### config.mk
export PLATFORM = sky130hd
export DESIGN_NAME = tdmc_top
export DESIGN_NICKNAME = d
export VERILOG_FILES = /design/src/tdmc_pkg.sv /design/src/tdmc_sync.sv /design/src/tdmc_top.sv
export SDC_FILE = /design/constraint.sdc
export NUM_CORES = 1
export LEC_CHECK = 0
export BUFFER_PORTS_ARGS = -buffer_cell sky130_fd_sc_hd__buf_2
export CAP_MARGIN = 20
export CORE_MARGIN = 10
export CORE_UTILIZATION = 40
export CTS_CLUSTER_DIAMETER = 80
export DETAILED_ROUTE_END_ITERATION = 7
export PLACE_DENSITY = 0.59
export SETUP_SLACK_MARGIN = 0.2
export SKIP_LAST_GASP = 1
export SYNTH_ARGS = -nofsm -noshare
export SYNTH_HDL_FRONTEND = slang
export SYNTH_HIERARCHICAL = 1
export SYNTH_SLANG_ARGS = --single-unit
### constraint.sdc
create_clock -name clock -period 4.45 [get_ports clock]
set_input_delay 0.6675 -clock clock [delete_from_list [all_inputs] [get_ports clock]]
set_output_delay 0.6675 -clock clock [all_outputs]
set_load 0.03 [all_outputs]
### src/tdmc_pkg.sv
/*
 * tdmc_pkg: constants and types for the cartridge and developer motor block.
 * assumes a 125 MHz system clock and a reference clock well below it.
 */
package tdmc_pkg;

	// ----------------------------------------------------------------
	// timing
	// ----------------------------------------------------------------
	localparam int TDMC_CLK_PERIOD_NS = 8;
	localparam int TDMC_CNT_W = 20;
	// tolerance band numerator and denominator: 6.25 percent = 1/16
	localparam int TDMC_TOL_SHIFT = 4;
	// commutation step time per tach period: six steps per period
	localparam int TDMC_STEPS = 6;
	localparam logic [TDMC_CNT_W-1:0] TDMC_CNT_RST = 20'h00000;
	localparam logic [TDMC_CNT_W-1:0] TDMC_STEP_INIT = 20'h00800;
	localparam logic [TDMC_CNT_W-1:0] TDMC_STEP_MIN = 20'h00010;
	localparam logic [TDMC_CNT_W-1:0] TDMC_CNT_MAX = 20'hFFFFF;

	// ----------------------------------------------------------------
	// register map
	// ----------------------------------------------------------------
	localparam logic [3:0] TDMC_REG_CTRL = 4'h0;
	localparam logic [3:0] TDMC_REG_STAT = 4'h1;
	localparam logic [3:0] TDMC_REG_IRQ = 4'h2;
	localparam logic [3:0] TDMC_REG_MASK = 4'h3;
	localparam logic [3:0] TDMC_REG_REFP = 4'h4;
	localparam logic [3:0] TDMC_REG_TACHP = 4'h5;
	localparam int TDMC_IRQ_LOCK = 0;
	localparam int TDMC_IRQ_UNLOCK = 1;
	localparam int TDMC_IRQ_BRAKE = 2;
	localparam int TDMC_IRQ_HALL = 3;
	localparam logic [3:0] TDMC_IRQ_RST = 4'h0;
	localparam logic [3:0] TDMC_MASK_RST = 4'h0;

	// ----------------------------------------------------------------
	// motor states
	// ----------------------------------------------------------------
	typedef enum logic [1:0] {
		TDMC_CART_OFF,
		TDMC_CART_REV,
		TDMC_CART_FWD
	} tdmc_cart_t;

	typedef enum logic [1:0] {
		TDMC_DEV_STOP,
		TDMC_DEV_RUN,
		TDMC_DEV_BRAKE
	} tdmc_dev_t;

	// bridge code per hall state (A,B,C); 6'h00 is all windings floating
	function automatic logic [5:0] tdmc_excite(input logic [2:0] hall);
		case (hall)
			3'h5: tdmc_excite = 6'h09;
			3'h4: tdmc_excite = 6'h21;
			3'h6: tdmc_excite = 6'h24;
			3'h2: tdmc_excite = 6'h06;
			3'h3: tdmc_excite = 6'h12;
			3'h1: tdmc_excite = 6'h18;
			default: tdmc_excite = 6'h00;
		endcase
	endfunction

endpackage

### src/tdmc_sync.sv
/*
 * tdmc_sync: two flip-flop synchroniser with rising-edge pulse.
 * assumes the input is a level from outside the clock domain.
 */
`timescale 1ns/10ps
module tdmc_sync #(
	parameter int W = 1
) (
	input wire logic clock,
	input wire logic rst,
	input wire logic [W-1:0] async_in,
	output logic [W-1:0] sync_out,
	output logic [W-1:0] rise
);

	logic [W-1:0] meta_q;
	logic [W-1:0] sync_q;
	logic [W-1:0] prev_q;

	// ----------------------------------------------------------------
	// synchroniser
	// ----------------------------------------------------------------
	always_ff @(posedge clock) begin
		if (rst) begin
			meta_q <= '0;
			sync_q <= '0;
			prev_q <= '0;
		end else begin
			meta_q <= async_in;
			sync_q <= meta_q;
			prev_q <= sync_q;
		end
	end

	assign sync_out = sync_q;
	assign rise = sync_q & ~prev_q;

endmodule

### src/tdmc_top.sv
/*
 * tdmc_top: cartridge dc motor control and developer brushless motor driver.
 * assumes pins are asynchronous and the register port is on clock.
 */
// Added by the designer: the register addresses and the address-and-strobe port.
`timescale 1ns/10ps
// Functional notes
// - the cartridge motor runs only while its enable input is high.
// - enabled with direction low, the cartridge motor turns in reverse.
// - enabled with direction high, the cartridge motor turns forward.
// - developer motor rotates while run_n is low and stops when high.
// - brake_n low actively brakes the developer motor.
// - the three hall sensors select the winding excitation in sequence.
// - tach is compared to the reference clock and commutation timing moves.
// - lock when tach period is within 6.25 percent of the reference period.
module tdmc_top
	import tdmc_pkg::*;
(
	input wire logic clock,
	input wire logic rst,
	input wire logic cart_motor_enable,
	input wire logic cart_motor_direction,
	input wire logic dev_motor_run_n,
	input wire logic dev_motor_brake_n,
	input wire logic dev_motor_ref_clock,
	input wire logic tach_pulse,
	input wire logic [2:0] hall_abc,
	input wire logic [3:0] reg_addr,
	input wire logic [31:0] reg_wdata,
	input wire logic reg_write,
	input wire logic reg_read,
	output logic [31:0] reg_rdata,
	output logic cart_motor_fwd,
	output logic cart_motor_rev,
	output logic [5:0] dev_phase_drive,
	output logic dev_brake_drive,
	output logic lock_led,
	output logic irq
);

	// ----------------------------------------------------------------
	// input synchronisers
	// ----------------------------------------------------------------
	// active-low pins enter inverted so a flushed synchroniser reads idle
	logic [8:0] pins_raw;
	logic [8:0] pins_s;
	logic [8:0] pins_rise;

	assign pins_raw = {cart_motor_enable, cart_motor_direction,
		~dev_motor_run_n, ~dev_motor_brake_n, dev_motor_ref_clock,
		tach_pulse, hall_abc};

	tdmc_sync #(.W(9)) u_sync (
		.clock(clock),
		.rst(rst),
		.async_in(pins_raw),
		.sync_out(pins_s),
		.rise(pins_rise)
	);

	wire en_s = pins_s[8];
	wire dir_s = pins_s[7];
	wire run_n_s = !pins_s[6];
	wire brake_n_s = !pins_s[5];
	wire ref_rise = pins_rise[4];
	wire tach_rise = pins_rise[3];
	wire [2:0] hall_s = pins_s[2:0];

	// ----------------------------------------------------------------
	// control register
	// ----------------------------------------------------------------
	// bit0 forces both motors off, bit1 enables commutation advance
	logic [1:0] ctrl_q;
	wire wr_ctrl = reg_write && (reg_addr == TDMC_REG_CTRL);
	wire wr_irq = reg_write && (reg_addr == TDMC_REG_IRQ);
	wire wr_mask = reg_write && (reg_addr == TDMC_REG_MASK);
	wire inhibit = ctrl_q[0];
	wire adv_en = ctrl_q[1];

	always_ff @(posedge clock) begin
		if (rst) begin
			ctrl_q <= 2'h2;
		end else if (wr_ctrl) begin
			ctrl_q <= reg_wdata[1:0];
		end
	end

	// ----------------------------------------------------------------
	// cartridge motor
	// ----------------------------------------------------------------
	tdmc_cart_t cart_d;
	tdmc_cart_t cart_q;

	always_comb begin
		if (!en_s || inhibit) begin
			cart_d = TDMC_CART_OFF;
		end else if (dir_s) begin
			cart_d = TDMC_CART_FWD;
		end else begin
			cart_d = TDMC_CART_REV;
		end
	end

	always_ff @(posedge clock) begin
		if (rst) begin
			cart_q <= TDMC_CART_OFF;
			cart_motor_fwd <= 1'b0;
			cart_motor_rev <= 1'b0;
		end else begin
			cart_q <= cart_d;
			cart_motor_fwd <= (cart_d == TDMC_CART_FWD);
			cart_motor_rev <= (cart_d == TDMC_CART_REV);
		end
	end

	// ----------------------------------------------------------------
	// developer motor state
	// ----------------------------------------------------------------
	tdmc_dev_t dev_d;
	tdmc_dev_t dev_q;

	always_comb begin
		case (dev_q)
			TDMC_DEV_STOP: begin
				if (!brake_n_s) begin
					dev_d = TDMC_DEV_BRAKE;
				end else if (!run_n_s && !inhibit) begin
					dev_d = TDMC_DEV_RUN;
				end else begin
					dev_d = TDMC_DEV_STOP;
				end
			end
			TDMC_DEV_RUN: begin
				if (!brake_n_s) begin
					dev_d = TDMC_DEV_BRAKE;
				end else if (run_n_s || inhibit) begin
					dev_d = TDMC_DEV_STOP;
				end else begin
					dev_d = TDMC_DEV_RUN;
				end
			end
			TDMC_DEV_BRAKE: begin
				if (brake_n_s) begin
					dev_d = TDMC_DEV_STOP;
				end else begin
					dev_d = TDMC_DEV_BRAKE;
				end
			end
			default: dev_d = TDMC_DEV_STOP;
		endcase
	end

	always_ff @(posedge clock) begin
		if (rst) begin
			dev_q <= TDMC_DEV_STOP;
		end else begin
			dev_q <= dev_d;
		end
	end

	wire running = (dev_q == TDMC_DEV_RUN);
	wire brake_on = (dev_q == TDMC_DEV_BRAKE);

	// ----------------------------------------------------------------
	// period measurement
	// ----------------------------------------------------------------
	logic [TDMC_CNT_W-1:0] ref_cnt_q;
	logic [TDMC_CNT_W-1:0] ref_per_q;
	logic [TDMC_CNT_W-1:0] tach_cnt_q;
	logic [TDMC_CNT_W-1:0] tach_per_q;
	logic tach_valid_q;

	function automatic logic [TDMC_CNT_W-1:0] tdmc_inc(
		input logic [TDMC_CNT_W-1:0] v);
		tdmc_inc = (v == TDMC_CNT_MAX) ? v : v + 20'h00001;
	endfunction

	always_ff @(posedge clock) begin
		if (rst) begin
			ref_cnt_q <= TDMC_CNT_RST;
			ref_per_q <= TDMC_CNT_RST;
		end else if (ref_rise) begin
			ref_cnt_q <= TDMC_CNT_RST;
			ref_per_q <= tdmc_inc(ref_cnt_q);
		end else begin
			ref_cnt_q <= tdmc_inc(ref_cnt_q);
		end
	end

	always_ff @(posedge clock) begin
		if (rst) begin
			tach_cnt_q <= TDMC_CNT_RST;
			tach_per_q <= TDMC_CNT_RST;
			tach_valid_q <= 1'b0;
		end else if (tach_rise) begin
			tach_cnt_q <= TDMC_CNT_RST;
			tach_per_q <= tdmc_inc(tach_cnt_q);
			tach_valid_q <= running;
		end else begin
			tach_cnt_q <= tdmc_inc(tach_cnt_q);
			tach_valid_q <= tach_valid_q && running;
		end
	end

	// ----------------------------------------------------------------
	// lock detection
	// ----------------------------------------------------------------
	wire [TDMC_CNT_W-1:0] tol = ref_per_q >> TDMC_TOL_SHIFT;
	wire [TDMC_CNT_W:0] band_hi = {1'b0, ref_per_q} + {1'b0, tol};
	wire [TDMC_CNT_W:0] band_lo = {1'b0, ref_per_q} - {1'b0, tol};
	wire [TDMC_CNT_W:0] new_per = {1'b0, tdmc_inc(tach_cnt_q)};
	wire in_band = (new_per >= band_lo) && (new_per <= band_hi)
		&& (ref_per_q != TDMC_CNT_RST);
	logic lock_q;
	// one judgement per measured tach period
	wire judge = tach_rise && tach_valid_q;
	wire lock_d = !running ? 1'b0 :
		judge ? in_band : lock_q;

	always_ff @(posedge clock) begin
		if (rst) begin
			lock_q <= 1'b0;
			lock_led <= 1'b0;
		end else begin
			lock_q <= lock_d;
			lock_led <= lock_d;
		end
	end

	// ----------------------------------------------------------------
	// speed loop: commutation delay trimmed by period error
	// ----------------------------------------------------------------
	logic [TDMC_CNT_W-1:0] step_q;
	logic [TDMC_CNT_W-1:0] wait_q;
	logic [2:0] hall_q;
	logic [5:0] drive_q;
	wire fast = tach_per_q < ref_per_q;
	wire [TDMC_CNT_W-1:0] trim = step_q >> TDMC_TOL_SHIFT;
	wire [TDMC_CNT_W-1:0] step_up = (step_q > TDMC_CNT_MAX - trim) ?
		TDMC_CNT_MAX : step_q + trim;
	wire [TDMC_CNT_W-1:0] step_dn = (step_q < TDMC_STEP_MIN + trim) ?
		TDMC_STEP_MIN : step_q - trim;
	wire hall_change = (hall_s != hall_q);

	always_ff @(posedge clock) begin
		if (rst) begin
			step_q <= TDMC_STEP_INIT;
		end else if (!running) begin
			step_q <= TDMC_STEP_INIT;
		end else if (judge && adv_en) begin
			step_q <= fast ? step_up : step_dn;
		end
	end

	always_ff @(posedge clock) begin
		if (rst) begin
			hall_q <= 3'h0;
			wait_q <= TDMC_CNT_RST;
			drive_q <= 6'h00;
		end else if (!running) begin
			hall_q <= hall_s;
			wait_q <= TDMC_CNT_RST;
			drive_q <= 6'h00;
		end else if (hall_change) begin
			hall_q <= hall_s;
			wait_q <= adv_en ? step_q : TDMC_CNT_RST;
		end else if (wait_q != TDMC_CNT_RST) begin
			wait_q <= wait_q - 20'h00001;
		end else begin
			drive_q <= tdmc_excite(hall_q);
		end
	end

	always_ff @(posedge clock) begin
		if (rst) begin
			dev_phase_drive <= 6'h00;
			dev_brake_drive <= 1'b0;
		end else begin
			dev_phase_drive <= running ? drive_q : 6'h00;
			dev_brake_drive <= brake_on;
		end
	end

	// ----------------------------------------------------------------
	// interrupts
	// ----------------------------------------------------------------
	logic [3:0] irq_q;
	logic [3:0] mask_q;
	logic lock_prev_q;
	wire hall_invalid = (hall_s == 3'h0) || (hall_s == 3'h7);
	wire hall_bad = running && hall_invalid;
	wire ev_gain = !lock_prev_q && lock_q;
	wire ev_lost = lock_prev_q && !lock_q;
	wire ev_brake = (dev_d == TDMC_DEV_BRAKE) && !brake_on;
	wire [3:0] ev = {hall_bad, ev_brake, ev_lost, ev_gain};
	wire [3:0] clr = wr_irq ? reg_wdata[3:0] : 4'h0;

	always_ff @(posedge clock) begin
		if (rst) begin
			irq_q <= TDMC_IRQ_RST;
			mask_q <= TDMC_MASK_RST;
			lock_prev_q <= 1'b0;
			irq <= 1'b0;
		end else begin
			irq_q <= (irq_q & ~clr) | ev;
			lock_prev_q <= lock_q;
			irq <= |(irq_q & mask_q);
			if (wr_mask) begin
				mask_q <= reg_wdata[3:0];
			end
		end
	end

	// ----------------------------------------------------------------
	// read port
	// ----------------------------------------------------------------
	wire [31:0] stat_word = {22'h000000, hall_s, lock_q, 1'b0,
		dev_q, cart_q, 1'b0};
	logic [31:0] rd_mux;

	always_comb begin
		case (reg_addr)
			TDMC_REG_CTRL: rd_mux = {30'h00000000, ctrl_q};
			TDMC_REG_STAT: rd_mux = stat_word;
			TDMC_REG_IRQ: rd_mux = {28'h0000000, irq_q};
			TDMC_REG_MASK: rd_mux = {28'h0000000, mask_q};
			TDMC_REG_REFP: rd_mux = {12'h000, ref_per_q};
			TDMC_REG_TACHP: rd_mux = {12'h000, tach_per_q};
			default: rd_mux = 32'h00000000;
		endcase
	end

	always_ff @(posedge clock) begin
		if (rst) begin
			reg_rdata <= 32'h00000000;
		end else if (reg_read) begin
			reg_rdata <= rd_mux;
		end else begin
			reg_rdata <= 32'h00000000;
		end
	end

endmodule

; ---- Word-level counts from Yosys, hierarchy flattened
; Index checks and enable logic that the tools add are counted.
[classes]
reduce_logical = 34
bitwise = 12
order_cmp = 5
eq_ne = 21
n_addsub = 9
muxes = 22
[ops]
columns = op, count
row1 = 20-bit 2-to-1 mux, 8
row2 = 20-bit one-hot mux with 6 select lines, 1
row3 = 20-bit by 1-bit adder with 20-bit output (second input constant), 2
row4 = 20-bit equality test (second input constant), 2
row5 = 20-bit nonzero test, 2
row6 = 6-bit one-hot mux with 6 select lines, 1
row7 = 20-bit by 16-bit adder with 21-bit output, 1
row8 = 20-bit by 21-bit >= comparator with 1-bit output, 1
row9 = 20-bit by 21-bit less-or-equal comparator with 1-bit output, 1
row10 = 20-bit by 16-bit subtractor with 21-bit output, 1
row11 = 20-bit by 16-bit adder with 20-bit output, 1
row12 = 20-bit greater-than comparator, 1
row13 = 20-bit by 17-bit less-than comparator with 1-bit output, 1
row14 = 20-bit less-than comparator, 1
row15 = 20-bit by 1-bit subtractor with 20-bit output (second input constant), 1
row16 = 20-bit by 16-bit subtractor with 20-bit output, 1
row17 = 1-bit by 17-bit subtractor with 18-bit output (first input constant), 1
row18 = 5-bit by 16-bit adder with 17-bit output (first input constant), 1
row19 = 1-bit logical AND, 13
row20 = 3-bit equality test (second input constant), 4
row21 = 2-bit 2-to-1 mux, 5
row22 = 4-bit AND, 2
row23 = 4-bit by 2-bit equality test with 1-bit output (second input constant), 2
row24 = 4-bit by 3-bit equality test with 1-bit output (second input constant), 2
row25 = other kinds (25), 47
[totals]
reg_bits = 211
out_inout_bits = 43
wordCells = 128
inputBits = 49

; ---- Longest topological paths before layout
; Gate-level depths: netlist of the first run.
[logic_depth]
ltp_word = 8
mapped_depth = 19

; ---- Modules after synthesis
; Netlist of the first run, hierarchy kept.
[by_module_without_submodules]
columns = module, area_per_inst_um2, cells_per_inst, instances
row1 = tdmc_top, 12604.6, 1578, 1
row2 = tdmc_sync, 805.8, 65, 1

; ---- Worst setup path after synthesis of the first run
; Ideal clock, no wire load.
[synth_path]
kind = register to register
start = register ref_per_q[4]
end = register lock_q
period_less_slack_ns = 4.049
n_path_buf = 0
slack_ns = 0.401
required_time_ns = 4.381
arrival_time_ns = 3.980
stages_incl_launch_ff = 19
path_cell_list = dfxtp_1 -> ha_1 -> inv_1 -> fa_1 -> o21bai_1 -> a221oi_1 -> o31ai_1 -> a221oi_1 -> nor2_1 -> o221ai_1 -> a2111oi_0 -> xnor2_1 -> ha_1 -> a211o_1 -> a2111oi_0 -> o211ai_1 -> nand3_1 -> o211ai_1 -> o21ai_1
[synth_between]
elab_chain_cells = 4
elab_cells_between_ends = 7
classes_between = 2 x add/sub / 2 x order compare / 3 x reduce/logical
[synth_lines]
columns = item, line_no
row1 = "start, declared", tdmc_top.sv:168  ; logic [TDMC_CNT_W-1:0] ref_per_q;
row2 = "start signal, assigned", tdmc_top.sv:184  ; ref_per_q <= tdmc_inc(ref_cnt_q);
row3 = 20-bit by 16-bit subtractor with 21-bit output / 20-bit by 16-bit adder with 21-bit output (equally long branches), "tdmc_top.sv:210, tdmc_top.sv:209"
row4 = 20-bit by 21-bit >= comparator with 1-bit output / 20-bit by 21-bit less-or-equal comparator with 1-bit output (equally long branches), tdmc_top.sv:212  ; wire in_band = (new_per >= band_lo) && (new_per <= band_hi)
row5 = 1-bit logical AND, tdmc_top.sv:212
row6 = 1-bit logical AND *, tdmc_top.sv:213  ; && (ref_per_q != TDMC_CNT_RST);
row7 = "end signal, assigned", tdmc_top.sv:225  ; lock_q <= lock_d;
row8 = "end, declared", tdmc_top.sv:214  ; logic lock_q;
; Mark *: on every way between the ends. The rest lies on a longest branch, timed or not.
; A chain may end at the register's enable or synchronous reset.

; ---- Worst setup path after layout of the first run
[layout_path]
start = register tach_cnt_q[0]
end = register lock_q
[layout_between]
elab_chain_cells = 5
elab_cells_between_ends = 7
classes_between = 1 x add/sub / 2 x order compare / 1 x eq/ne / 1 x mux / 2 x reduce/logical
[layout_lines]
columns = item, line_no
row1 = "start, declared", tdmc_top.sv:169  ; logic [TDMC_CNT_W-1:0] tach_cnt_q;
row2 = "start signal, assigned", tdmc_top.sv:200  ; tach_cnt_q <= tdmc_inc(tach_cnt_q);
row3 = 20-bit by 1-bit adder with 20-bit output / 20-bit equality test (equally long branches), tdmc_top.sv:175  ; tdmc_inc = (v == TDMC_CNT_MAX) ? v : v + 20'h00001;
row4 = 20-bit 2-to-1 mux *, tdmc_top.sv:175
row5 = via new_per[6], tdmc_top.sv:211  ; wire [TDMC_CNT_W:0] new_per = {1'b0, tdmc_inc(tach_cnt_q)};
row6 = 20-bit by 21-bit >= comparator with 1-bit output / 20-bit by 21-bit less-or-equal comparator with 1-bit output (equally long branches), tdmc_top.sv:212
row7 = 1-bit logical AND *, tdmc_top.sv:212
row8 = 1-bit logical AND *, tdmc_top.sv:213
; Mark *: on every way through the listed nets, which the timed path passes. The rest lies on a longest branch.

==> flow_metrics.env, run 1 <==
export IMPL_status="complete, no violations"
export IMPL_r2r_worst_path_cells=17
export IMPL_critPathRequiredTime_ps=4800
export IMPL_fmax_mhz=248
export IMPL_nNetsFinal=1858
export IMPL_fp_dieW_um=201
export IMPL_critPathMaxFanout=8
export IMPL_tns_ps=0
export IMPL_grt_pass1_wl_mm=60.6
export IMPL_start_util_pct=40.5
export IMPL_diodes=0
export IMPL_grt_antenna_before_repair=0
export IMPL_layout_cells_non_filler=2119
export IMPL_tightestPinTransition_ps=962
export IMPL_cp_arrival_ps=4370
export IMPL_avgSynthCellArea_um2=8.12
export IMPL_cp_endpoint="lock_q"
export IMPL_avgViaCountPerCell=5.63
export IMPL_utilization_pct=45.1
export IMPL_cts_tree="built"
export IMPL_core_area_um2=32500
export IMPL_synth_area_um2=13200
export IMPL_die_y_um=201
export IMPL_clock_path_buffers=2
export IMPL_rows=66
export IMPL_drt_wl_total_mm=38.2
export IMPL_rrSetupSlack_ps=420
export IMPL_postCtsHoldBufs=0
export IMPL_relSlewSlack_pct=35.7
export IMPL_cts_htree_levels=4
export IMPL_wl_per_cell_um=18.0
export IMPL_vias=11929
export IMPL_final_period_utilization_pct=90.5
export IMPL_worstReg2RegStart="tach_cnt_q[0]"
export IMPL_hold_path_class="in2reg"
export IMPL_seq_area_um2=3880
export IMPL_die_area_um2=40600
export IMPL_dp_cells=2087
export IMPL_slew_violations=0
export IMPL_post_route_drc_count=0
export IMPL_leakage_uw=0.00622
export IMPL_fin_crit_ps=4030
export IMPL_cts_sinks=194
export IMPL_fillers=3270
export IMPL_max_cap_viol_count=0
export IMPL_p_per_area_nw_per_um2=295
export IMPL_setup_viol=0
export IMPL_grt_pass1_vias=11051
export IMPL_hpwl_mm=29.1
export IMPL_hold_viol=0
export IMPL_ant_nets=0
export IMPL_ys_warn_count=6
export IMPL_first_pass_iters=5
export IMPL_multi_input_area_um2=8600
export IMPL_rsz0062_at_grt="no"
export IMPL_worstSetupStartpointType="flop"
export IMPL_min_path_cells=2
export IMPL_clkTransAtPathRegs_ps=90
export IMPL_crit_start="tach_cnt_q[0]"
export IMPL_finClkSkew_ps=15.4
export IMPL_overflow=0
export IMPL_first_iter_violations=840
export IMPL_grt_max_degree=52
export IMPL_endpoint_kind="flop"
export IMPL_timing_rr_end="lock_q"
export IMPL_clock_latency_ps=470
export IMPL_port_buffers=51
export IMPL_root_buffer="clkbuf_16"
export IMPL_irDropWorstVdd_mv=0.294
export IMPL_grtUsageTotal_pct=18.2
export IMPL_synthToLayoutAreaGrowth_pct=11.5
export IMPL_place_congestion=0.917
export IMPL_netlist_instances=1622
export IMPL_crit_type="reg2reg"
export IMPL_drive_above_1_share_pct=10.8
export IMPL_ios=92
export IMPL_cts_buffers_inserted=17
==> placed cells by master, fill, tap and decap left out, types with 48 or more instances in the layout <==
| master | n |
|---|---|
| dfxtp_1 | 193 |
| nor2_1 | 187 |
| ha_1 | 138 |
| a21oi_1 | 126 |
| inv_1 | 99 |
| nand2_1 | 86 |
| xnor2_1 | 60 |
| nand3_1 | 59 |
| buf_4 | 54 |
| buf_2 | 51 |
| o21ai_0 | 50 |
| a211oi_1 | 48 |
==> worst min path at each step <==
stage,start,slack (ps),end
6_report,tach_pulse,420,u_sync/meta_q[3]
5_1_grt,tach_pulse,410,u_sync/meta_q[3]
4_1_cts,hall_abc[0],400,u_sync/meta_q[0]
3_5_place_dp,u_sync/meta_q[5],420,u_sync/sync_out[5]
3_3_place_gp,u_sync/sync_out[7],410,cart_motor_rev
2_1_floorplan,u_sync/sync_out[7],390,cart_motor_rev
==> sequential cells by signal, summed over array words and instances (netlist names), 6 cells and up <==
name             count
ref_cnt_q           20
ref_per_q           20
reg_rdata           20
step_q              20
tach_cnt_q          20
tach_per_q          20
wait_q              20
u_sync/meta_q        9
u_sync/sync_out      9
dev_phase_drive      6
drive_q              6
==> routing by layer <==
layer | track usage [%] | vias to the layer above | part of all wire [%]
met1 | 26.0 | 5650 | 49
met5 | 0 | - | 0
li1 | - | 5881 | -
met3 | 3.61 | 44 | 5.7
met2 | 27.4 | 354 | 44
met4 | 4.19 | 0 | 1.5
==> what timing repair did <==
item | in CTS | in global routing
resized for setup | 6 | 14
buffers inserted | 2 | 0
pin swaps | 5 | 8
endpoints found under the setup margin | 1 | 1
hold endpoints to repair | 0 | 0
==> worst max-delay path, stage by stage (launching register included) <==
cell	delay [ps]
dfxtp_1	370
ha_1	170
and2_1	200
nand4_1	230
or3_1	550
nand2_1	150
nor2_1	80
xnor2_2	240
inv_1	110
ha_1	320
a21o_1	170
a21o_1	170
a21oi_1	140
nor2_1	50
a2111oi_1	470
o21ai_0	170
a21oi_1	210
o21ai_1	90
==> stage by stage <==
step                      hold WS (ps)  total power, uW  setup slack, ps  cell area, um^2
after detailed placement           422             2700             56.3            14000
after floorplan                    392             2470              401            13200
after CTS                          395             4340              205            14600
final                              417             4320              424            14700
after global routing               411             4520              216            14700
after global placement             412             2690             70.1            14000
==> layout make-up <==
class,instances,area share (%)
sequential,194,26.5
multi-input combinational,1249,58.6
clock buffer,17,2.90
timing repair buffer,105,4.50
clock inverter,13,1.25
tap,442,3.77
inverter,99,2.53
==> report_power, final <==
part           internal (uW)  total, uW  switching [uW]
Sequential              1770       1800            32.9
Clock                    857       1650             791
Combinational            349        877             528
Total                   2970       4320            1350
Power figures use the tool's default switching activity.
==> run 2: changes to the inputs <==
--- a/config.mk
+++ b/config.mk
@@ -5,15 +5,17 @@
 export SDC_FILE = /design/constraint.sdc
 export NUM_CORES = 1
 export LEC_CHECK = 0
-export BUFFER_PORTS_ARGS = -buffer_cell sky130_fd_sc_hd__buf_2
 export CAP_MARGIN = 20
 export CORE_MARGIN = 10
 export CORE_UTILIZATION = 40
 export CTS_CLUSTER_DIAMETER = 80
+export CTS_CLUSTER_SIZE = 30
 export DETAILED_ROUTE_END_ITERATION = 7
-export PLACE_DENSITY = 0.59
+export DONT_BUFFER_PORTS = 1
+export PLACE_DENSITY = 0.56
 export SETUP_SLACK_MARGIN = 0.2
 export SKIP_LAST_GASP = 1
+export SLEW_MARGIN = 20
 export SYNTH_ARGS = -nofsm -noshare
 export SYNTH_HDL_FRONTEND = slang
 export SYNTH_HIERARCHICAL = 1
==> run 2 against run 1 <==
Compared with the run above:
- worst setup slack better by 20 ps
- core utilization decreased by 0.97 points
- clock-buffer cell count increased by 1
- clock power decreased by 8%
- via count shrank 2.7%
- cell area shrank 2.1%
- non-clock buffer count down 55
- wire length down 0.84%
- sequential power barely moved
- critical endpoint unchanged
- largest cell class unchanged
==> flow_metrics.env, run 2 (synthesis results as in run 1) <==
export IMPL_layout_cells_non_filler=2065
export IMPL_post_route_drc_count=0
export IMPL_overflow=0
export IMPL_nNetsFinal=1803
export IMPL_ant_nets=0
export IMPL_endpoint_kind="flop"
export IMPL_hpwl_mm=28.5
export IMPL_cts_sinks=194
export IMPL_synthToLayoutAreaGrowth_pct=9.06
export IMPL_fmax_mhz=250
export IMPL_ios=92
export IMPL_core_area_um2=32500
export IMPL_tightestPinTransition_ps=946
export IMPL_irDropWorstVdd_mv=0.337
export IMPL_slew_violations=0
export IMPL_final_common_cell="dfxtp_1"
export IMPL_cp_arrival_ps=4390
export IMPL_drive_above_1_share_pct=7.70
export IMPL_grtUsageTotal_pct=18.2
export IMPL_clockPowerShare_pct=36.4
export IMPL_p_int_uw=2850
export IMPL_critPathMaxFanout=7
export IMPL_vias=11606
export IMPL_max_cap_viol_count=0
export IMPL_worstReg2RegStart="ref_per_q[4]"
export IMPL_setup_viol=0
export IMPL_crit_start="ref_per_q[4]"
export IMPL_fin_crit_ps=4010
export IMPL_critPathRequiredTime_ps=4830
export IMPL_cts_buffers_inserted=17
export IMPL_grt_antenna_before_repair=0
export IMPL_leakage_uw=0.00594
export IMPL_dp_cells=2030
export IMPL_rows=66
export IMPL_place_congestion=0.885
export IMPL_root_buffer="clkbuf_16"
export IMPL_cts_htree_levels=4
export IMPL_clock_latency_ps=450
export IMPL_hold_path_class="in2reg"
export IMPL_clock_path_buffers=2
export IMPL_first_pass_iters=5
export IMPL_first_iter_violations=814
export IMPL_cts_tree="built"
export IMPL_fp_dieW_um=201
export IMPL_grt_pass1_vias=11055
export IMPL_finClkSkew_ps=12.8
export IMPL_pwr_share_comb_pct=20.4
export IMPL_relSlewSlack_pct=36.7
export IMPL_final_period_utilization_pct=90.0
export IMPL_final_cell_mix="194 x dfxtp_1, 187 x nor2_1, 138 x ha_1"
export IMPL_tns_ps=0
export IMPL_postPlaceCellArea_um2=13700
export IMPL_status="complete, no violations"
export IMPL_avgViaCountPerCell=5.62
export IMPL_port_buffers=0
export IMPL_die_area_um2=40600
export IMPL_power_switching_uw=1320
export IMPL_wl_per_cell_um=18.3
export IMPL_switching_share_pct=31.7
export IMPL_worstSetupStartpointType="flop"
export IMPL_start_util_pct=40.5
export IMPL_p_per_area_nw_per_um2=291
export IMPL_crit_type="reg2reg"
export IMPL_drt_wl_total_mm=37.9
export IMPL_power_frac_seq_pct=43.2
export IMPL_grt_max_degree=89
export IMPL_clkTransAtPathRegs_ps=80
export IMPL_fillers=3335
export IMPL_worstHoldStart="rst"
export IMPL_stdcell_area_um2=14400
export IMPL_grt_pass1_wl_mm=60.5
export IMPL_die_y_um=201
export IMPL_rrSetupSlack_ps=440
export IMPL_diodes=0
export IMPL_hold_viol=0
export IMPL_rsz0062_at_grt="no"
==> run 2: worst paths after layout <==
path	to	depth (start not counted)
worst max-delay path	lock_q	19
worst min register to register	cart_motor_rev	1
worst max register to register	lock_q	19
worst min-delay path	u_sync/sync_out[7]	1
==> run 2: routing by layer <==
| layer | up-vias | wire length, um | GRT usage (%) |
|---|---|---|---|
| met4 | 0 | 331 | 3.57 |
| met1 | 5508 | 18900 | 25.9 |
| met3 | 24 | 2030 | 3.58 |
| met2 | 298 | 16600 | 27.8 |
| met5 | - | 0 | 0 |
| li1 | 5776 | - | - |
==> run 2: worst max-delay path, stage by stage (launching register included) <==
cell,delay [ps]
dfxtp_1,320
buf_4,160
ha_1,270
or3_1,400
a221oi_2,240
o31ai_2,130
a221oi_2,280
buf_4,180
o21ai_0,70
a21oi_1,200
xnor2_1,160
ha_1,280
a21o_1,160
a21oi_1,190
o21ai_0,150
a2111oi_4,300
o211ai_1,140
nand3_1,100
o211ai_1,90
o21ai_1,120
==> run 2: layout make-up <==
type | count | area (um^2) | area share [%]
clock buffers | 18 | 429 | 2.99
clock inverters | 13 | 143 | 0.993
inverters | 99 | 372 | 2.59
multi-input cells | 1249 | 8610 | 59.9
flip-flops and latches | 194 | 3880 | 27.0
well taps | 442 | 553 | 3.85
repair buffers | 50 | 375 | 2.61
==> run 2: stage by stage <==
stage               total power (uW)  setup WS (ps)  util, %  hold slack (ps)
floorplan                       2470            401        -              392
finish                          4180            443     44.2              281
global placement                2670            192     42.0              395
CTS                             4200            207     43.8              260
detailed placement              2680           95.0     42.0              407
global route                    4380            155     44.2              258
==> run 2: what timing repair did <==
| item | 4_1_cts | 5_1_grt |
|---|---|---|
| pin swaps | 0 | 11 |
| setup endpoints to repair | 1 | 1 |
| resized for setup | 2 | 16 |
| gates cloned | 0 | 0 |
| hold buffers | 0 | 0 |
| setup buffers | 0 | 4 |
==> run 2: power groups by stage <==
stage / logic [uW] / clock network [uW] / registers (uW)
floorplan: 640 / 0 / 1830
global placement: 823 / 0 / 1840
detailed placement: 832 / 0 / 1840
CTS: 837 / 1560 / 1800
global route: 942 / 1630 / 1810
finish: 851 / 1520 / 1800
